[src/ddsl_pkg.sv]
// Shared constants and types of the dual converter serial loader.
package ddsl_pkg;

   // ----------------------------------------------------------------
   // Serial word layout
   // ----------------------------------------------------------------
   localparam int WORD_W  = 16;
   localparam int DATA_W  = 8;
   localparam int DATA_LO = 0;
   localparam int DATA_HI = 7;
   localparam int POS_LOAD_DAC_A     = 8;
   localparam int POS_LOAD_DAC_B     = 9;
   localparam int POS_SPARE_BIT_4    = 10;
   localparam int POS_SHUTDOWN_DAC_A = 11;
   localparam int POS_SHUTDOWN_DAC_B = 12;
   localparam int POS_SPARE_BIT_3    = 13;
   localparam int POS_SPARE_BIT_2    = 14;
   localparam int POS_SPARE_BIT_1    = 15;
   localparam int BIT_IDX_W          = 4;
   localparam logic [BIT_IDX_W-1:0] LAST_BIT_IDX = 4'hf;

   // ----------------------------------------------------------------
   // Link timing
   // ----------------------------------------------------------------
   localparam int SYS_PERIOD_NS   = 5;
   localparam int T_SCLK_MIN_NS   = 200;
   localparam int T_HALF_NS       = T_SCLK_MIN_NS / 2;
   localparam int T_CSS_NS        = 150;
   localparam int T_CSH_NS        = 150;
   localparam int T_CSPWH_NS      = 200;
   localparam int HALF_CYC  = (T_HALF_NS + SYS_PERIOD_NS - 1) / SYS_PERIOD_NS;
   localparam int CSS_CYC   = (T_CSS_NS + SYS_PERIOD_NS - 1) / SYS_PERIOD_NS;
   localparam int CSH_CYC   = (T_CSH_NS + SYS_PERIOD_NS - 1) / SYS_PERIOD_NS;
   localparam int CSPWH_CYC = (T_CSPWH_NS + SYS_PERIOD_NS - 1) / SYS_PERIOD_NS;
   localparam int CNT_W     = 6;
   localparam logic [CNT_W-1:0] HALF_LOAD  = CNT_W'(HALF_CYC - 1);
   localparam logic [CNT_W-1:0] CSS_LOAD   = CNT_W'(CSS_CYC - 1);
   localparam logic [CNT_W-1:0] CSH_LOAD   = CNT_W'(CSH_CYC - 1);
   localparam logic [CNT_W-1:0] CSPWH_LOAD = CNT_W'(CSPWH_CYC - 1);
   localparam logic [CNT_W-1:0] CNT_ZERO   = 6'h00;

   // ----------------------------------------------------------------
   // Controller registers on APB
   // ----------------------------------------------------------------
   localparam int APB_AW = 12;
   localparam logic [APB_AW-1:0] ADDR_CMD    = 12'h000;
   localparam logic [APB_AW-1:0] ADDR_STATUS = 12'h004;
   localparam logic [APB_AW-1:0] ADDR_COUNT  = 12'h008;
   localparam int STATUS_BUSY = 0;
   localparam int STATUS_DROP = 1;
   localparam int COUNT_W     = 16;

   typedef enum logic [2:0] {
      HST_IDLE   = 3'h0,
      HST_SETUP  = 3'h1,
      HST_CLK_HI = 3'h2,
      HST_CLK_LO = 3'h3,
      HST_HOLD   = 3'h4,
      HST_GAP    = 3'h5
   } ddsl_host_state_t;

endpackage : ddsl_pkg

[src/ddsl_link_if.sv]
// Three-wire link between the controller and the converter.
`timescale 1ns/1ps
interface ddsl_link_if;
   logic cs_n;
   logic sclk;
   logic din;

   modport host (
      output cs_n,
      output sclk,
      output din
   );
   modport dev (
      input  cs_n,
      input  sclk,
      input  din
   );
endinterface : ddsl_link_if

[src/ddsl_host.sv]
// Controller end: APB registers and the three-wire word sender.
`timescale 1ns/1ps
module ddsl_host (
   // Clock and reset
   input  wire logic                       i_clk_sys,
   input  wire logic                       i_rst_n,
   // APB slave
   input  wire logic                       i_psel,
   input  wire logic                       i_penable,
   input  wire logic                       i_pwrite,
   input  wire logic [ddsl_pkg::APB_AW-1:0] i_paddr,
   input  wire logic [31:0]                i_pwdata,
   output logic [31:0]                     o_prdata,
   output logic                            o_pready,
   output logic                            o_pslverr,
   // Link
   ddsl_link_if.host                       link
);

   // ----------------------------------------------------------------
   // State
   // ----------------------------------------------------------------
   typedef struct packed {
      ddsl_pkg::ddsl_host_state_t       state;
      logic [ddsl_pkg::CNT_W-1:0]       cnt;
      logic [ddsl_pkg::BIT_IDX_W-1:0]   bit_idx;
      logic [ddsl_pkg::WORD_W-1:0]      shift;
      logic [ddsl_pkg::WORD_W-1:0]      cmd;
      logic [ddsl_pkg::COUNT_W-1:0]     sent;
      logic                             drop;
      logic                             cs_n;
      logic                             sclk;
      logic                             din;
      logic                             pready;
      logic                             pslverr;
      logic [31:0]                      prdata;
   } ddsl_host_reg_t;

   ddsl_host_reg_t st;
   ddsl_host_reg_t next_st;
   logic           setup_ph;
   logic           wr_cmd;
   logic           busy;

   assign setup_ph = i_psel && !i_penable;
   assign wr_cmd   = i_psel && i_penable && st.pready && i_pwrite &&
                     (i_paddr == ddsl_pkg::ADDR_CMD);
   assign busy     = (st.state != ddsl_pkg::HST_IDLE);

   always_comb begin
      next_st = st;
      // ----------------------------------------------------------------
      // APB slave: no wait states, answer prepared in the setup cycle
      // ----------------------------------------------------------------
      next_st.pready  = setup_ph;
      next_st.pslverr = 1'b0;
      next_st.prdata  = '0;
      if (setup_ph) begin
         if (i_paddr == ddsl_pkg::ADDR_CMD) begin
            next_st.prdata = {16'h0000, st.cmd};
         end else if (i_paddr == ddsl_pkg::ADDR_STATUS) begin
            next_st.prdata[ddsl_pkg::STATUS_BUSY] = busy;
            next_st.prdata[ddsl_pkg::STATUS_DROP] = st.drop;
         end else if (i_paddr == ddsl_pkg::ADDR_COUNT) begin
            next_st.prdata = {16'h0000, st.sent};
         end else begin
            next_st.pslverr = 1'b1;
         end
      end
      // A read of status clears the drop flag; a new drop in the same
      // cycle wins over the clear.
      if (i_psel && i_penable && st.pready && !i_pwrite &&
          (i_paddr == ddsl_pkg::ADDR_STATUS)) begin
         next_st.drop = 1'b0;
      end
      if (wr_cmd && busy) begin
         next_st.drop = 1'b1;
      end
      // ----------------------------------------------------------------
      // Word sender
      // ----------------------------------------------------------------
      if (st.cnt != ddsl_pkg::CNT_ZERO) begin
         next_st.cnt = st.cnt - 6'h01;
      end
      case (st.state)
         ddsl_pkg::HST_IDLE: begin
            next_st.cs_n = 1'b1;
            next_st.sclk = 1'b0;
            // software's first write sets up the converter
            if (wr_cmd) begin
               next_st.cmd     = i_pwdata[ddsl_pkg::WORD_W-1:0];
               next_st.shift   = i_pwdata[ddsl_pkg::WORD_W-1:0];
               // most significant bit first
               next_st.din     = i_pwdata[ddsl_pkg::WORD_W-1];
               next_st.cs_n    = 1'b0;
               next_st.bit_idx = '0;
               next_st.cnt     = ddsl_pkg::CSS_LOAD;
               next_st.state   = ddsl_pkg::HST_SETUP;
            end
         end
         ddsl_pkg::HST_SETUP: begin
            if (st.cnt == ddsl_pkg::CNT_ZERO) begin
               next_st.sclk  = 1'b1;
               next_st.cnt   = ddsl_pkg::HALF_LOAD;
               next_st.state = ddsl_pkg::HST_CLK_HI;
            end
         end
         ddsl_pkg::HST_CLK_HI: begin
            if (st.cnt == ddsl_pkg::CNT_ZERO) begin
               // Data changes on the falling edge, half a period from both
               // rising edges, which covers setup and hold.
               next_st.sclk = 1'b0;
               // sixteen bits, control then data
               if (st.bit_idx == ddsl_pkg::LAST_BIT_IDX) begin
                  next_st.cnt   = ddsl_pkg::CSH_LOAD;
                  next_st.state = ddsl_pkg::HST_HOLD;
               end else begin
                  next_st.shift   = {st.shift[ddsl_pkg::WORD_W-2:0], 1'b0};
                  next_st.din     = st.shift[ddsl_pkg::WORD_W-2];
                  next_st.bit_idx = st.bit_idx + 4'h1;
                  next_st.cnt     = ddsl_pkg::HALF_LOAD;
                  next_st.state   = ddsl_pkg::HST_CLK_LO;
               end
            end
         end
         ddsl_pkg::HST_CLK_LO: begin
            // period held at the minimum
            if (st.cnt == ddsl_pkg::CNT_ZERO) begin
               next_st.sclk  = 1'b1;
               next_st.cnt   = ddsl_pkg::HALF_LOAD;
               next_st.state = ddsl_pkg::HST_CLK_HI;
            end
         end
         ddsl_pkg::HST_HOLD: begin
            // release select after all sixteen bits
            if (st.cnt == ddsl_pkg::CNT_ZERO) begin
               next_st.cs_n  = 1'b1;
               next_st.sent  = st.sent + 16'h0001;
               next_st.cnt   = ddsl_pkg::CSPWH_LOAD;
               next_st.state = ddsl_pkg::HST_GAP;
            end
         end
         ddsl_pkg::HST_GAP: begin
            if (st.cnt == ddsl_pkg::CNT_ZERO) begin
               next_st.state = ddsl_pkg::HST_IDLE;
            end
         end
         default: begin
            next_st.state = ddsl_pkg::HST_IDLE;
         end
      endcase
   end

   always_ff @(posedge i_clk_sys) begin
      if (!i_rst_n) begin
         st       <= '0;
         st.state <= ddsl_pkg::HST_IDLE;
         st.cs_n  <= 1'b1;
      end else begin
         st <= next_st;
      end
   end

   // ----------------------------------------------------------------
   // Outputs
   // ----------------------------------------------------------------
   assign o_prdata  = st.prdata;
   assign o_pready  = st.pready;
   assign o_pslverr = st.pslverr;
   assign link.cs_n = st.cs_n;
   assign link.sclk = st.sclk;
   assign link.din  = st.din;

endmodule : ddsl_host

[src/flat_wrapper.sv]
// flat-port wrapper written by rule: the top's interface ports become plain ports
module ddsl_host_flat 
  (i_clk_sys, i_rst_n, i_psel, i_penable, i_pwrite, i_paddr, i_pwdata, o_prdata, o_pready, o_pslverr, link_cs_n, link_sclk, link_din);
  ddsl_link_if link_i ();
  input  wire logic i_clk_sys;
  input  wire logic i_rst_n;
  input  wire logic i_psel;
  input  wire logic i_penable;
  input  wire logic i_pwrite;
  input  wire logic [ddsl_pkg::APB_AW-1:0] i_paddr;
  input  wire logic [31:0] i_pwdata;
  output logic [31:0] o_prdata;
  output logic o_pready;
  output logic o_pslverr;
  output wire logic [$bits(link_i.cs_n)-1:0] link_cs_n;
  output wire logic [$bits(link_i.sclk)-1:0] link_sclk;
  output wire logic [$bits(link_i.din)-1:0] link_din;
  assign link_cs_n = link_i.cs_n;
  assign link_sclk = link_i.sclk;
  assign link_din = link_i.din;
  ddsl_host u_core (.i_clk_sys(i_clk_sys), .i_rst_n(i_rst_n), .i_psel(i_psel), .i_penable(i_penable), .i_pwrite(i_pwrite), .i_paddr(i_paddr), .i_pwdata(i_pwdata), .o_prdata(o_prdata), .o_pready(o_pready), .o_pslverr(o_pslverr), .link(link_i));
endmodule
[config.mk]
export PLATFORM = sky130hd
export DESIGN_NAME = ddsl_host_flat
export DESIGN_NICKNAME = d
export VERILOG_FILES = /design/src/ddsl_pkg.sv /design/src/ddsl_link_if.sv /design/src/ddsl_host.sv /design/src/flat_wrapper.sv
export SDC_FILE = /design/constraint.sdc
export NUM_CORES = 1
export LEC_CHECK = 0
export BUFFER_PORTS_ARGS = -buffer_cell sky130_fd_sc_hd__buf_2
export CAP_MARGIN = 10
export CORE_MARGIN = 1
export CORE_UTILIZATION = 54
export DETAILED_ROUTE_END_ITERATION = 6
export PLACE_DENSITY = 0.85
export SYNTH_ARGS = -nofsm -noshare
export SYNTH_HDL_FRONTEND = slang
export SYNTH_SLANG_ARGS = --single-unit
[constraint.sdc]
create_clock -name i_clk_sys -period 3.15 [get_ports i_clk_sys]
set_clock_uncertainty 0.1 [all_clocks]
set_input_delay 0.63 -clock i_clk_sys [delete_from_list [all_inputs] [get_ports i_clk_sys]]
set_output_delay 0.63 -clock i_clk_sys [all_outputs]
set_load 0.05 [all_outputs]
# Yosys cells after proc, flatten, opt, wreduce, memory -nomap -nowiden
# Cells that the tools add are included.
# word_totals
reg_bits,98
input_bits,49
out_inout_bits,37
elab_cells,87
# op_classes
n_addsub,3
n_eq_ne,14
n_mux,26
n_bitwise,2
n_reduce_logical,28
# ops
operator,n
45-bit 2-to-1 mux,1
20-bit case mux with 2 select lines,1
16-bit 2-to-1 mux,2
29-bit 2-to-1 mux,1
9-bit 2-to-1 mux,3
6-bit case mux with 4 select lines,1
20-bit 2-to-1 mux,1
16-bit by 1-bit adder with 16-bit output (second input constant),1
3-bit case mux with 5 select lines,1
14-bit 2-to-1 mux,1
12-bit by 3-bit == test with 1-bit output (second input constant),1
12-bit by 4-bit == test with 1-bit output (second input constant),1
12-bit logical NOT,1
2-bit by 1-bit != test with 1-bit output (second input constant),5
1-bit logical AND,8
2-bit AND reduction,4
1-bit 2-to-1 mux,7
3-bit by 2-bit == test with 1-bit output (second input constant),2
3-bit == test (second input constant),2
6-bit logical NOT,1
6-bit 2-to-1 mux,1
2-bit nonzero test,3
3-bit nonzero test,2
6-bit nonzero test,1
other kinds (17),21

# Logic depth before layout (Yosys ltp)
# Gate-level depths: netlist (run 1).
# depth
word_depth,6
ltp_mapped,10
ltp_nobuf,9

# Worst setup path before layout (run 1)
# Ideal clock, no wire load.
# synth_path
kind,register to register
startpoint,register u_core.st[91] (netlist bit)
endpoint,register u_core.st[53] (netlist bit)
setup_time_ns,0.072
t_arrival_ns,2.326
required_time_ns,2.978
slack_ns,0.652
stages_incl_launch_ff,9
n_path_buf,2
synth_period_minus_slack_ns,2.498
path_cell_list,dfxtp_1 inv_1 ha_1 or4b_1 buf_6 or4_4 buf_6 nor4_1 mux2i_1
# synth_via
elab_chain_len,2
# synth_rtl
element,line_no,rtl
"start, declared",ddsl_host.sv:39,ddsl_host_reg_t st;
"start signal, assigned",ddsl_host.sv:160,st <= next_st;
6-bit logical NOT,ddsl_host.sv:136,if (st.cnt == ddsl_pkg::CNT_ZERO) begin
2-bit AND reduction (no line),-,
# Every way passes these cells.
# A chain may end at the register's enable or synchronous reset.

# Worst setup path in the final report (run 1)
# layout_path
startpoint,register u_core.st[91] (netlist bit)
endpoint,register u_core.st[90] (netlist bit)
# layout_via
elab_chain_len,4
elab_cells_between_ends,8
cone_classes,mux: 6; reduce/logical: 2
# layout_rtl
element,line_no,rtl
6-bit nonzero test,ddsl_host.sv:82,if (st.cnt != ddsl_pkg::CNT_ZERO) begin
6-bit 2-to-1 mux,ddsl_host.sv:82,
"9-bit 2-to-1 mux, or another cell as far along",ddsl_host.sv:136,
6-bit case mux with 4 select lines (*),ddsl_host.sv:85,case (st.state)
# Every way passes the cells marked *; elsewhere a longest branch is shown, timed or not. The select of a mux whose other input is x is not followed.

==> results of run 1 <==
[report_power, final]
group	total, mW	internal, mW	switching, mW
Sequential	1.11	1.07	0.0463
Combinational	0.451	0.177	0.273
Clock	0.857	0.453	0.404
[state kept, by name, indices dropped and copies added (netlist names)]
register / cells
u_core.o_pslverr: 1
u_core.link.cs_n: 1
u_core.o_pready: 1
u_core.link.din: 1
u_core.link.sclk: 1
u_core.o_prdata: 16
u_core.st: 61
[cell type report]
cell class                 count  area share, %
multi-input combinational    315           44.5
sequential                    82           37.5
timing repair buffer          72           9.31
clock buffer                   9           2.83
tap                           96           2.74
clock inverter                 7           2.34
inverter                      10          0.856
[worst max-delay path, cell delays in order (launching register included)]
cell and delay [ns]:
dfxtp_1 0.34, inv_1 0.08, ha_1 0.25, or4b_1 0.58, buf_4 0.21, nor2_1 0.28, inv_1 0.21, ha_1 0.33
o31ai_1 0.22, o21ai_0 0.11
[path summary, 6_finish.rpt]
| check | startpoint | end | slack [ns] | depth (start not counted) |
|---|---|---|---|---|
| worst max-delay path | u_core.st[91] | u_core.st[90] | 0.31 | 9 |
| worst min-delay path | u_core.st[70] | u_core.st[70] | 0.38 | 2 |
| worst max register to register | u_core.st[91] | u_core.st[90] | 0.31 | 9 |
| worst min register to register | u_core.st[70] | u_core.st[70] | 0.38 | 2 |
[layer usage]
metal | track usage [%] | wire length, um
met5 | 0 | 0
met4 | 9.99 | 172
met3 | 8.11 | 781
met2 | 41.7 | 4390
met1 | 33.1 | 4050
[synthesized netlist by cell type, types with 2 or more instances]
master     n
a211oi_1  29
a21oi_1   38
a221oi_1   2
a22oi_1   14
a31oi_1    3
a32oi_1   14
and4_1     2
buf_1      3
buf_2      4
buf_4     32
buf_6      2
clkbuf_1  26
dfxtp_1   82
ha_1       4
inv_1     10
mux2i_1    4
nand2_1   20
nand2b_1   5
nand3_1   28
nand4_1    4
nor2_1    30
nor2b_1    2
nor3_1     6
nor3b_1    3
nor4_1     3
nor4b_1    3
o211ai_1   2
o21a_1     3
o21ai_0   25
o22ai_1    2
o31ai_1    8
or2_2      3
or3_1      7
or3b_2     2
or4_1      9
xnor2_1    4
xor2_1     4
[cell families (layout without fill, tap and decap cells)]
| kind of cell | Yosys count | after routing |
|---|---|---|
| other | 1 | 16 |
| multiplexers | 5 | 5 |
| buffers and inverters | 77 | 98 |
| flip-flops | 82 | 82 |
| adder cells (fa/ha/maj) | 4 | 4 |
| AO/OA/AOI/OAI | 146 | 146 |
| AND/OR/NAND/NOR | 136 | 136 |
| XOR/XNOR | 8 | 8 |
[metrics by stage]
step                power [mW]  utilization (%)  setup WS [ns]  hold slack [ns]  cells
finish                    2.42             63.1          0.313            0.378    591
global route              2.52             63.1          0.147            0.394    591
CTS                       2.42             63.1          0.354            0.378    591
detailed placement        1.58             59.9          0.386            0.364    575
global placement          1.56             59.9          0.461            0.356    575
floorplan                 1.48                -          0.652            0.342    474
[placed cells by master, fill, tap and decap left out, drive strengths merged, types with 4 or more instances in the layout]
cell type and n:
dfxtp 82, buf 72, a21oi 38, nor2 30, a211oi 29, nand3 28, o21ai 25, nand2 20
conb 16, a32oi 14, a22oi 14, inv 11, or4 10, clkbuf 9, o31ai 8, or3 7
nor3 7, nand2b 5, xor2 4, nand4 4, mux2i 4, xnor2 4, ha 4, nor4b 4
nor4 4
==> flow_summary_export.csv, run 1 <==
group,metric,value,unit
synth,ys_seq_elements,82,
grt,grt_first_pass_wirelength,15200,um
place,io_buffers,53,
setup_path,worstPathRequired,3.30,ns
sta,finalSetupViolCount,0,
sta,maxSlewHeadroom,56.0,%
floorplanning,die_y,87.6,um
synth,syn_inst,459,
min_path,hold_class,"reg -> reg",
setup_path,cp-start-kind,"flop",
setup_path,crit_fanout,6,
layout,antennaDiodeCount,0,
layout,multi_input_area,1950,um2
power,leakage,1.55,nW
synth,synth_area,3950,um2
synth,avgSynthCellArea,8.61,um2
floorplanning,coreArea,6940,um2
detailed_routing,drtIter0Drc,233,
detailed_routing,vias,3629,
synth,seq_area_frac_synth,41.5,%
synth,ys_async_sr_fraction,0,%
sta,rsz0062_at_grt,"false",
synth,synthFlopType,"dfxtp_1",
place,hpwl,6560,um
layout,fin_area,4380,um2
clock_tree,clock_sinks,82,
detailed_routing,postRouteAntennaNets,0,
sta,period_share,90.1,%
synth,synthSimpleGateAreaFrac,18.9,%
sta,drv_slew,0,
sta,max_freq,353,MHz
status,status,"finished, final reports clean",
layout,area_growth,10.9,%
floorplanning,start_util,56.9,%
clock_tree,postCtsSetupRepairBufs,0,
clock_tree,hold_buffers,0,
grt,antenna_found_initial,0,
synth,synth.area.mux_share,1.30,%
synth,synth_top_family_by_area,"compound AO/OA/AOI/OAI gates",
synth,ys_types,54,
grt,grt_max_degree,36,
layout,seq_area,1640,um2
synth,post-synth-top-area-cell,"dfxtp_1",
detailed_routing,vias_per_cell,6.14,
floorplanning,ios,86,
sta,report.final.hold_viol_count,0,
clock_tree,clk_path_buf_depth,2,
grt,overflow,0,
clock_tree,clkTransAtPathRegs,0.09,ns
layout,drive_gt1_share,20.4,%
detailed_routing,wl_per_cell,15.9,um
grt,track_usage,26.1,%
synth,synth-xor-area-share,1.77,%
synth,synth-edff-count,0,
clock_tree,cts_resized,0,
clock_tree,htreeDepth,3,
setup_path,timing_worst_setup_path_type,"reg -> reg",
synth,synth_compound_area_share,24.2,%
detailed_routing,drt-total-wl,9400,um
place,place_congestion,0.852,
synth,synth_fa_ha_area_share,1.27,%
floorplanning,dieWidth,87.6,um
power,max-vdd-ir-drop,0.000381,V
floorplanning,num_rows,30,
sta,worstMarginPinSlew,0.655,ns
synth,yosys-top-cells-area,"dfxtp_1 (42%), buf_4 (6.1%), a211oi_1 (5.5%)",
power,power_density,553,nW/um2
clock_tree,insertion_delay,0.37,ns
synth,synth_top_area_share,41.5,%
place,place_area,4160,um2
floorplanning,dieArea,7670,um2
clock_tree,cts_root_buf,"clkbuf_8",
detailed_routing,drtPass1Iterations,5,
setup_path,cp-end-kind,"flop",
detailed_routing,drc_errors,0,
layout,fin_nets,543,
grt,grt_pass1_vias,3178,
clock_tree,cts_tree,"yes",
layout,fillers,590,
synth,ys_warn_count,0,
run,maxCapViolations,0,
setup_path,cp.arrival,2.99,ns
sta,fin_crit,2.84,ns
sta,finalSetupTns,0,ns
clock_tree,cts_made_buffers,9,
(Power assumes the default switching activity.)
==> run 2: changes to the inputs <==
--- a/config.mk
+++ b/config.mk
@@ -7,9 +7,12 @@
 export LEC_CHECK = 0
 export BUFFER_PORTS_ARGS = -buffer_cell sky130_fd_sc_hd__buf_2
 export CAP_MARGIN = 10
+export CELL_PAD_IN_SITES_DETAIL_PLACEMENT = 1
+export CELL_PAD_IN_SITES_GLOBAL_PLACEMENT = 1
 export CORE_MARGIN = 1
-export CORE_UTILIZATION = 54
+export CORE_UTILIZATION = 40
 export DETAILED_ROUTE_END_ITERATION = 6
+export GPL_TIMING_DRIVEN = 1
 export PLACE_DENSITY = 0.85
 export SYNTH_ARGS = -nofsm -noshare
 export SYNTH_HDL_FRONTEND = slang
==> run 2 against run 1 <==
Global-route usage down 3.1 points. Hold slack better by 0.0091 ns. Setup slack gained 0.055 ns. Final cell count up 5.4%. Power shrank 1.8%. Non-clock buffer count shrank 1. Final area is 0.69% higher.
==> flow_summary_export.csv, run 2 (synthesis results as in run 1) <==
group,metric,value,unit
status,status,"finished, final reports clean",
setup_path,cp-start-kind,"flop",
setup_path,cp.arrival,2.92,ns
detailed_routing,vias_per_cell,5.93,
setup_path,slowest_delay,0.56,ns
clock_tree,clk_path_buf_depth,2,
power,p_int,1.64,mW
grt,grt_first_pass_wirelength,18300,um
power,switching_share,30.9,%
layout,antennaDiodeCount,0,
setup_path,cp-end-kind,"flop",
floorplanning,start_util,42.0,%
grt,grt_pass1_vias,3580,
clock_tree,htreeDepth,3,
sta,period_share,88.3,%
floorplanning,ios,86,
sta,drv_slew,0,
clock_tree,clock_sinks,82,
detailed_routing,drt-total-wl,11500,um
layout,area_growth,11.6,%
sta,finalSetupTns,0,ns
grt,track_usage,23.0,%
detailed_routing,wl_per_cell,18.4,um
layout,fin_area,4410,um2
grt,antenna_found_initial,0,
layout,drive_gt1_share,20.2,%
place,io_buffers,53,
sta,finalSetupViolCount,0,
detailed_routing,drtIter0Drc,225,
clock_tree,cts_made_buffers,9,
detailed_routing,postRouteAntennaNets,0,
sta,fin_crit,2.78,ns
setup_path,critPathSlowestCell,"or4b_1",
detailed_routing,vias,3694,
floorplanning,die_y,101,um
grt,overflow,0,
setup_path,crit_fanout,6,
power,p_sw,0.735,mW
layout,layout_common_cells,"dfxtp_1 (82), buf_2 (53), a21oi_1 (38)",
clock_tree,cts_tree,"yes",
layout,final_common_cell,"dfxtp_1",
detailed_routing,drc_errors,0,
sta,rsz0062_at_grt,"false",
power,power_frac_clock,33.8,%
sta,report.final.hold_viol_count,0,
power,leakage,1.53,nW
setup_path,worstPathRequired,3.29,ns
floorplanning,dieArea,10300,um2
layout,fin_nets,542,
layout,fillers,1135,
place,hpwl,7970,um
place,pre_cts_ws,0.313,ns
detailed_routing,drtPass1Iterations,4,
clock_tree,clkTransAtPathRegs,0.08,ns
floorplanning,coreArea,9420,um2
floorplanning,dieWidth,101,um
layout,regMostFlops,"u_core.st",
power,p_seq_share,46.8,%
clock_tree,cts_resized,0,
clock_tree,cts_root_buf,"clkbuf_8",
setup_path,crit_chain,"inv_1 -> ha_1 -> or4b_1 -> buf_4 -> nor2_1 -> inv_1 -> ha_1 -> o31ai_1 -> o21ai_0",
run,maxCapViolations,0,
power,power_density,539,nW/um2
place,place_congestion,0.855,
setup_path,timing_worst_setup_path_type,"reg -> reg",
grt,grt_max_degree,35,
sta,layout_setup_ws,0.369,ns
sta,max_freq,360,MHz
clock_tree,hold_buffers,0,
sta,maxSlewHeadroom,47.7,%
power,combPwrFrac,19.4,%
sta,worstMarginPinSlew,0.778,ns
min_path,hold_class,"reg -> reg",
layout,largest_reg_flops,61,
clock_tree,insertion_delay,0.36,ns
clock_tree,postCtsSetupRepairBufs,0,
place,place_area,4200,um2
power,max-vdd-ir-drop,0.000225,V
floorplanning,num_rows,35,
==> run 2: critical path, delay by kind of cell (launching register included) <==
family	cells	cell delay, ns
compound gates	2	0.34
flops	1	0.33
fa+ha+maj	2	0.58
buf+inv	3	0.51
simple gates	2	0.83
==> run 2: metrics by stage <==
stage	instances	total power [mW]	hold slack (ns)	util [%]
2_1_floorplan	474	1.48	0.342	-
3_3_place_gp	607	1.56	0.352	44.6
3_5_place_dp	607	1.59	0.376	44.6
4_1_cts	623	2.39	0.387	46.9
5_1_grt	623	2.49	0.413	46.9
6_report	623	2.38	0.387	46.9
==> run 2: power by group through the flow <==
stage / Combinational [mW] / Clock, mW / Sequential [mW]
CTS: 0.460 / 0.818 / 1.11
floorplan: 0.366 / 0 / 1.12
global placement: 0.431 / 0 / 1.13
global route: 0.512 / 0.860 / 1.12
finish: 0.461 / 0.804 / 1.11
detailed placement: 0.456 / 0 / 1.14
==> run 2: layer usage <==
layer,up-vias,share of wire [%],track usage [%]
li1,1711,-,-
met1,1825,43,29.4
met2,137,49,38.4
met3,21,5.7,5.18
met4,0,2.3,7.69
met5,-,0,0
==> run 2: final timing paths <==
path            startpoint             to  slack, ns  cells past startpoint
min          u_core.st[54]  u_core.st[54]       0.39                      2
max          u_core.st[91]  u_core.st[90]       0.37                      9
min reg2reg  u_core.st[54]  u_core.st[54]       0.39                      2
max reg2reg  u_core.st[91]  u_core.st[90]       0.37                      9
==> run 2: cell type report <==
cell class	count	area, um2	share of cell area, %
Multi-Input combinational cell	315	1950	44.2
Sequential cell	82	1640	37.2
Timing Repair Buffer	71	413	9.36
Tap cell	129	161	3.66
Clock buffer	10	138	3.12
Clock inverter	6	72.6	1.64
Inverter	10	37.5	0.851
==> run 3: changes to the inputs <==
--- a/config.mk
+++ b/config.mk
@@ -9,7 +9,7 @@
 export CAP_MARGIN = 10
 export CELL_PAD_IN_SITES_DETAIL_PLACEMENT = 1
 export CELL_PAD_IN_SITES_GLOBAL_PLACEMENT = 1
-export CORE_MARGIN = 1
+export CORE_MARGIN = 2
 export CORE_UTILIZATION = 40
 export DETAILED_ROUTE_END_ITERATION = 6
 export GPL_TIMING_DRIVEN = 1
==> run 3 against run 2 <==
First-iteration DRC count decreased by 3.6%. Non-clock buffer count rose by 2. Count of clock-buffer cells in the layout unchanged. Global-route usage fell by 0.48 points. Critical path depth unchanged. Routed wire length increased by 4.4%. Highest routed layer unchanged.
==> flow_summary_export.csv, run 3 (synthesis results as in run 1) <==
group,metric,value,unit
setup_path,cp-start-kind,"flop",
clock_tree,postCtsSetupRepairBufs,0,
run,maxCapViolations,0,
power,leakage,1.58,nW
floorplanning,dieWidth,103,um
floorplanning,die_y,103,um
layout,antennaDiodeCount,0,
sta,finalSetupViolCount,0,
place,hpwl,8180,um
layout,area_growth,13.8,%
clock_tree,cts_root_buf,"clkbuf_8",
floorplanning,coreArea,9680,um2
detailed_routing,wl_per_cell,19.0,um
grt,overflow,0,
min_path,hold_class,"reg -> reg",
place,place_area,4220,um2
setup_path,timing.rr.end,"u_core.st[90]",
sta,finalSetupTns,0,ns
layout,final_common_cell,"dfxtp_1",
layout,fin_area,4500,um2
detailed_routing,drtIter0Drc,217,
clock_tree,hold_buffers,0,
setup_path,cp-end-kind,"flop",
clock_tree,htreeDepth,3,
clock_tree,clk_path_buf_depth,2,
layout,largest_reg_flops,61,
min_path,holdPathStages,2,
sta,layout_setup_ws,0.352,ns
clock_tree,cts_tree,"yes",
place,io_buffers,53,
detailed_routing,drc_errors,0,
setup_path,worst-r2r-setup-slack,0.35,ns
setup_path,crit_fanout,7,
sta,rsz0062_at_grt,"false",
detailed_routing,drt-total-wl,12000,um
status,status,"finished, final reports clean",
detailed_routing,postRouteAntennaNets,0,
detailed_routing,drtPass1Iterations,4,
floorplanning,ios,86,
setup_path,worstPathRequired,3.29,ns
grt,grt_max_degree,36,
place,place_congestion,0.892,
floorplanning,start_util,40.8,%
setup_path,r2r-start,"u_core.st[90]",
layout,regMostFlops,"u_core.st",
place,pre_cts_ws,0.356,ns
min_path,min_from,"u_core.st[87]",
sta,fin_crit,2.80,ns
clock_tree,cts_resized,0,
layout,drive_gt1_share,20.6,%
setup_path,timing_worst_setup_path_type,"reg -> reg",
power,max-vdd-ir-drop,0.000261,V
setup_path,ff2ff_path_depth,9,
grt,grt_first_pass_wirelength,18700,um
sta,drv_slew,0,
clock_tree,clkTransAtPathRegs,0.08,ns
grt,grt_pass1_vias,3636,
grt,antenna_found_initial,0,
clock_tree,cts_made_buffers,9,
layout,layout_common_cells,"dfxtp_1 (82), buf_2 (53), a21oi_1 (38)",
sta,worstMarginPinSlew,0.833,ns
sta,report.final.hold_viol_count,0,
sta,max_freq,357,MHz
grt,track_usage,22.5,%
setup_path,cp.arrival,2.94,ns
layout,fin_nets,544,
sta,maxSlewHeadroom,44.3,%
detailed_routing,vias_per_cell,5.81,
power,power_density,579,nW/um2
min_path,min_to,"u_core.st[87]",
floorplanning,num_rows,36,
detailed_routing,vias,3654,
floorplanning,dieArea,10700,um2
clock_tree,clock_sinks,82,
clock_tree,insertion_delay,0.37,ns
sta,period_share,88.8,%
==> run 3: final cells by class <==
class                           count  area (um2)
Fill cell                        1187        5190
Multi-Input combinational cell    315        1950
Sequential cell                    82        1640
Timing Repair Buffer               73         428
Tap cell                          133         166
Clock buffer                       10         138
Clock inverter                      6         138
Inverter                           10        37.5
==> run 3: worst max path at each step <==
stage | endpoint | from | slack, ns | cells past startpoint
floorplan | u_core.st[53] | u_core.st[91] | 0.65 | 8
global placement | u_core.st[89] | i_paddr[1] | 0.48 | 6
detailed placement | u_core.st[90] | u_core.st[91] | 0.36 | 9
CTS | u_core.st[90] | u_core.st[90] | 0.34 | 9
global route | u_core.st[90] | u_core.st[91] | 0.14 | 9
finish | u_core.st[90] | u_core.st[90] | 0.35 | 9
==> run 3: worst max-delay path, stage by stage, from the launching register on <==
cell and delay (ns):
dfxtp_1 0.34, inv_1 0.07, ha_1 0.26, or4b_1 0.53
buf_4 0.20, nor2_1 0.25, inv_1 0.22, ha_1 0.33
o31ai_1 0.26, o21ai_0 0.12
==> run 3: per-stage QoR <==
stage | util, % | hold slack [ns] | instances | power [mW]
final | 46.4 | 0.397 | 629 | 2.60
after global routing | 46.4 | 0.419 | 629 | 2.71
after CTS | 46.4 | 0.395 | 629 | 2.62
after detailed placement | 43.6 | 0.374 | 613 | 1.60
after global placement | 43.6 | 0.353 | 613 | 1.57
after floorplan | - | 0.342 | 474 | 1.48
==> run 3: where the power goes <==
part	internal, mW	leakage, nW	switching [mW]
Sequential	1.07	0.662	0.0451
Clock	0.631	0.137	0.396
Combinational	0.180	0.782	0.282
==> run 3: per-layer routing <==
layer	vias up	GRT usage (%)	routed length (um)	share of wire, %
met4	0	8.00	258	2.2
met2	115	38.1	5960	50
met1	1799	28.8	5100	43
met5	-	0	0	0
li1	1716	-	-	-
met3	24	4.10	662	5.5
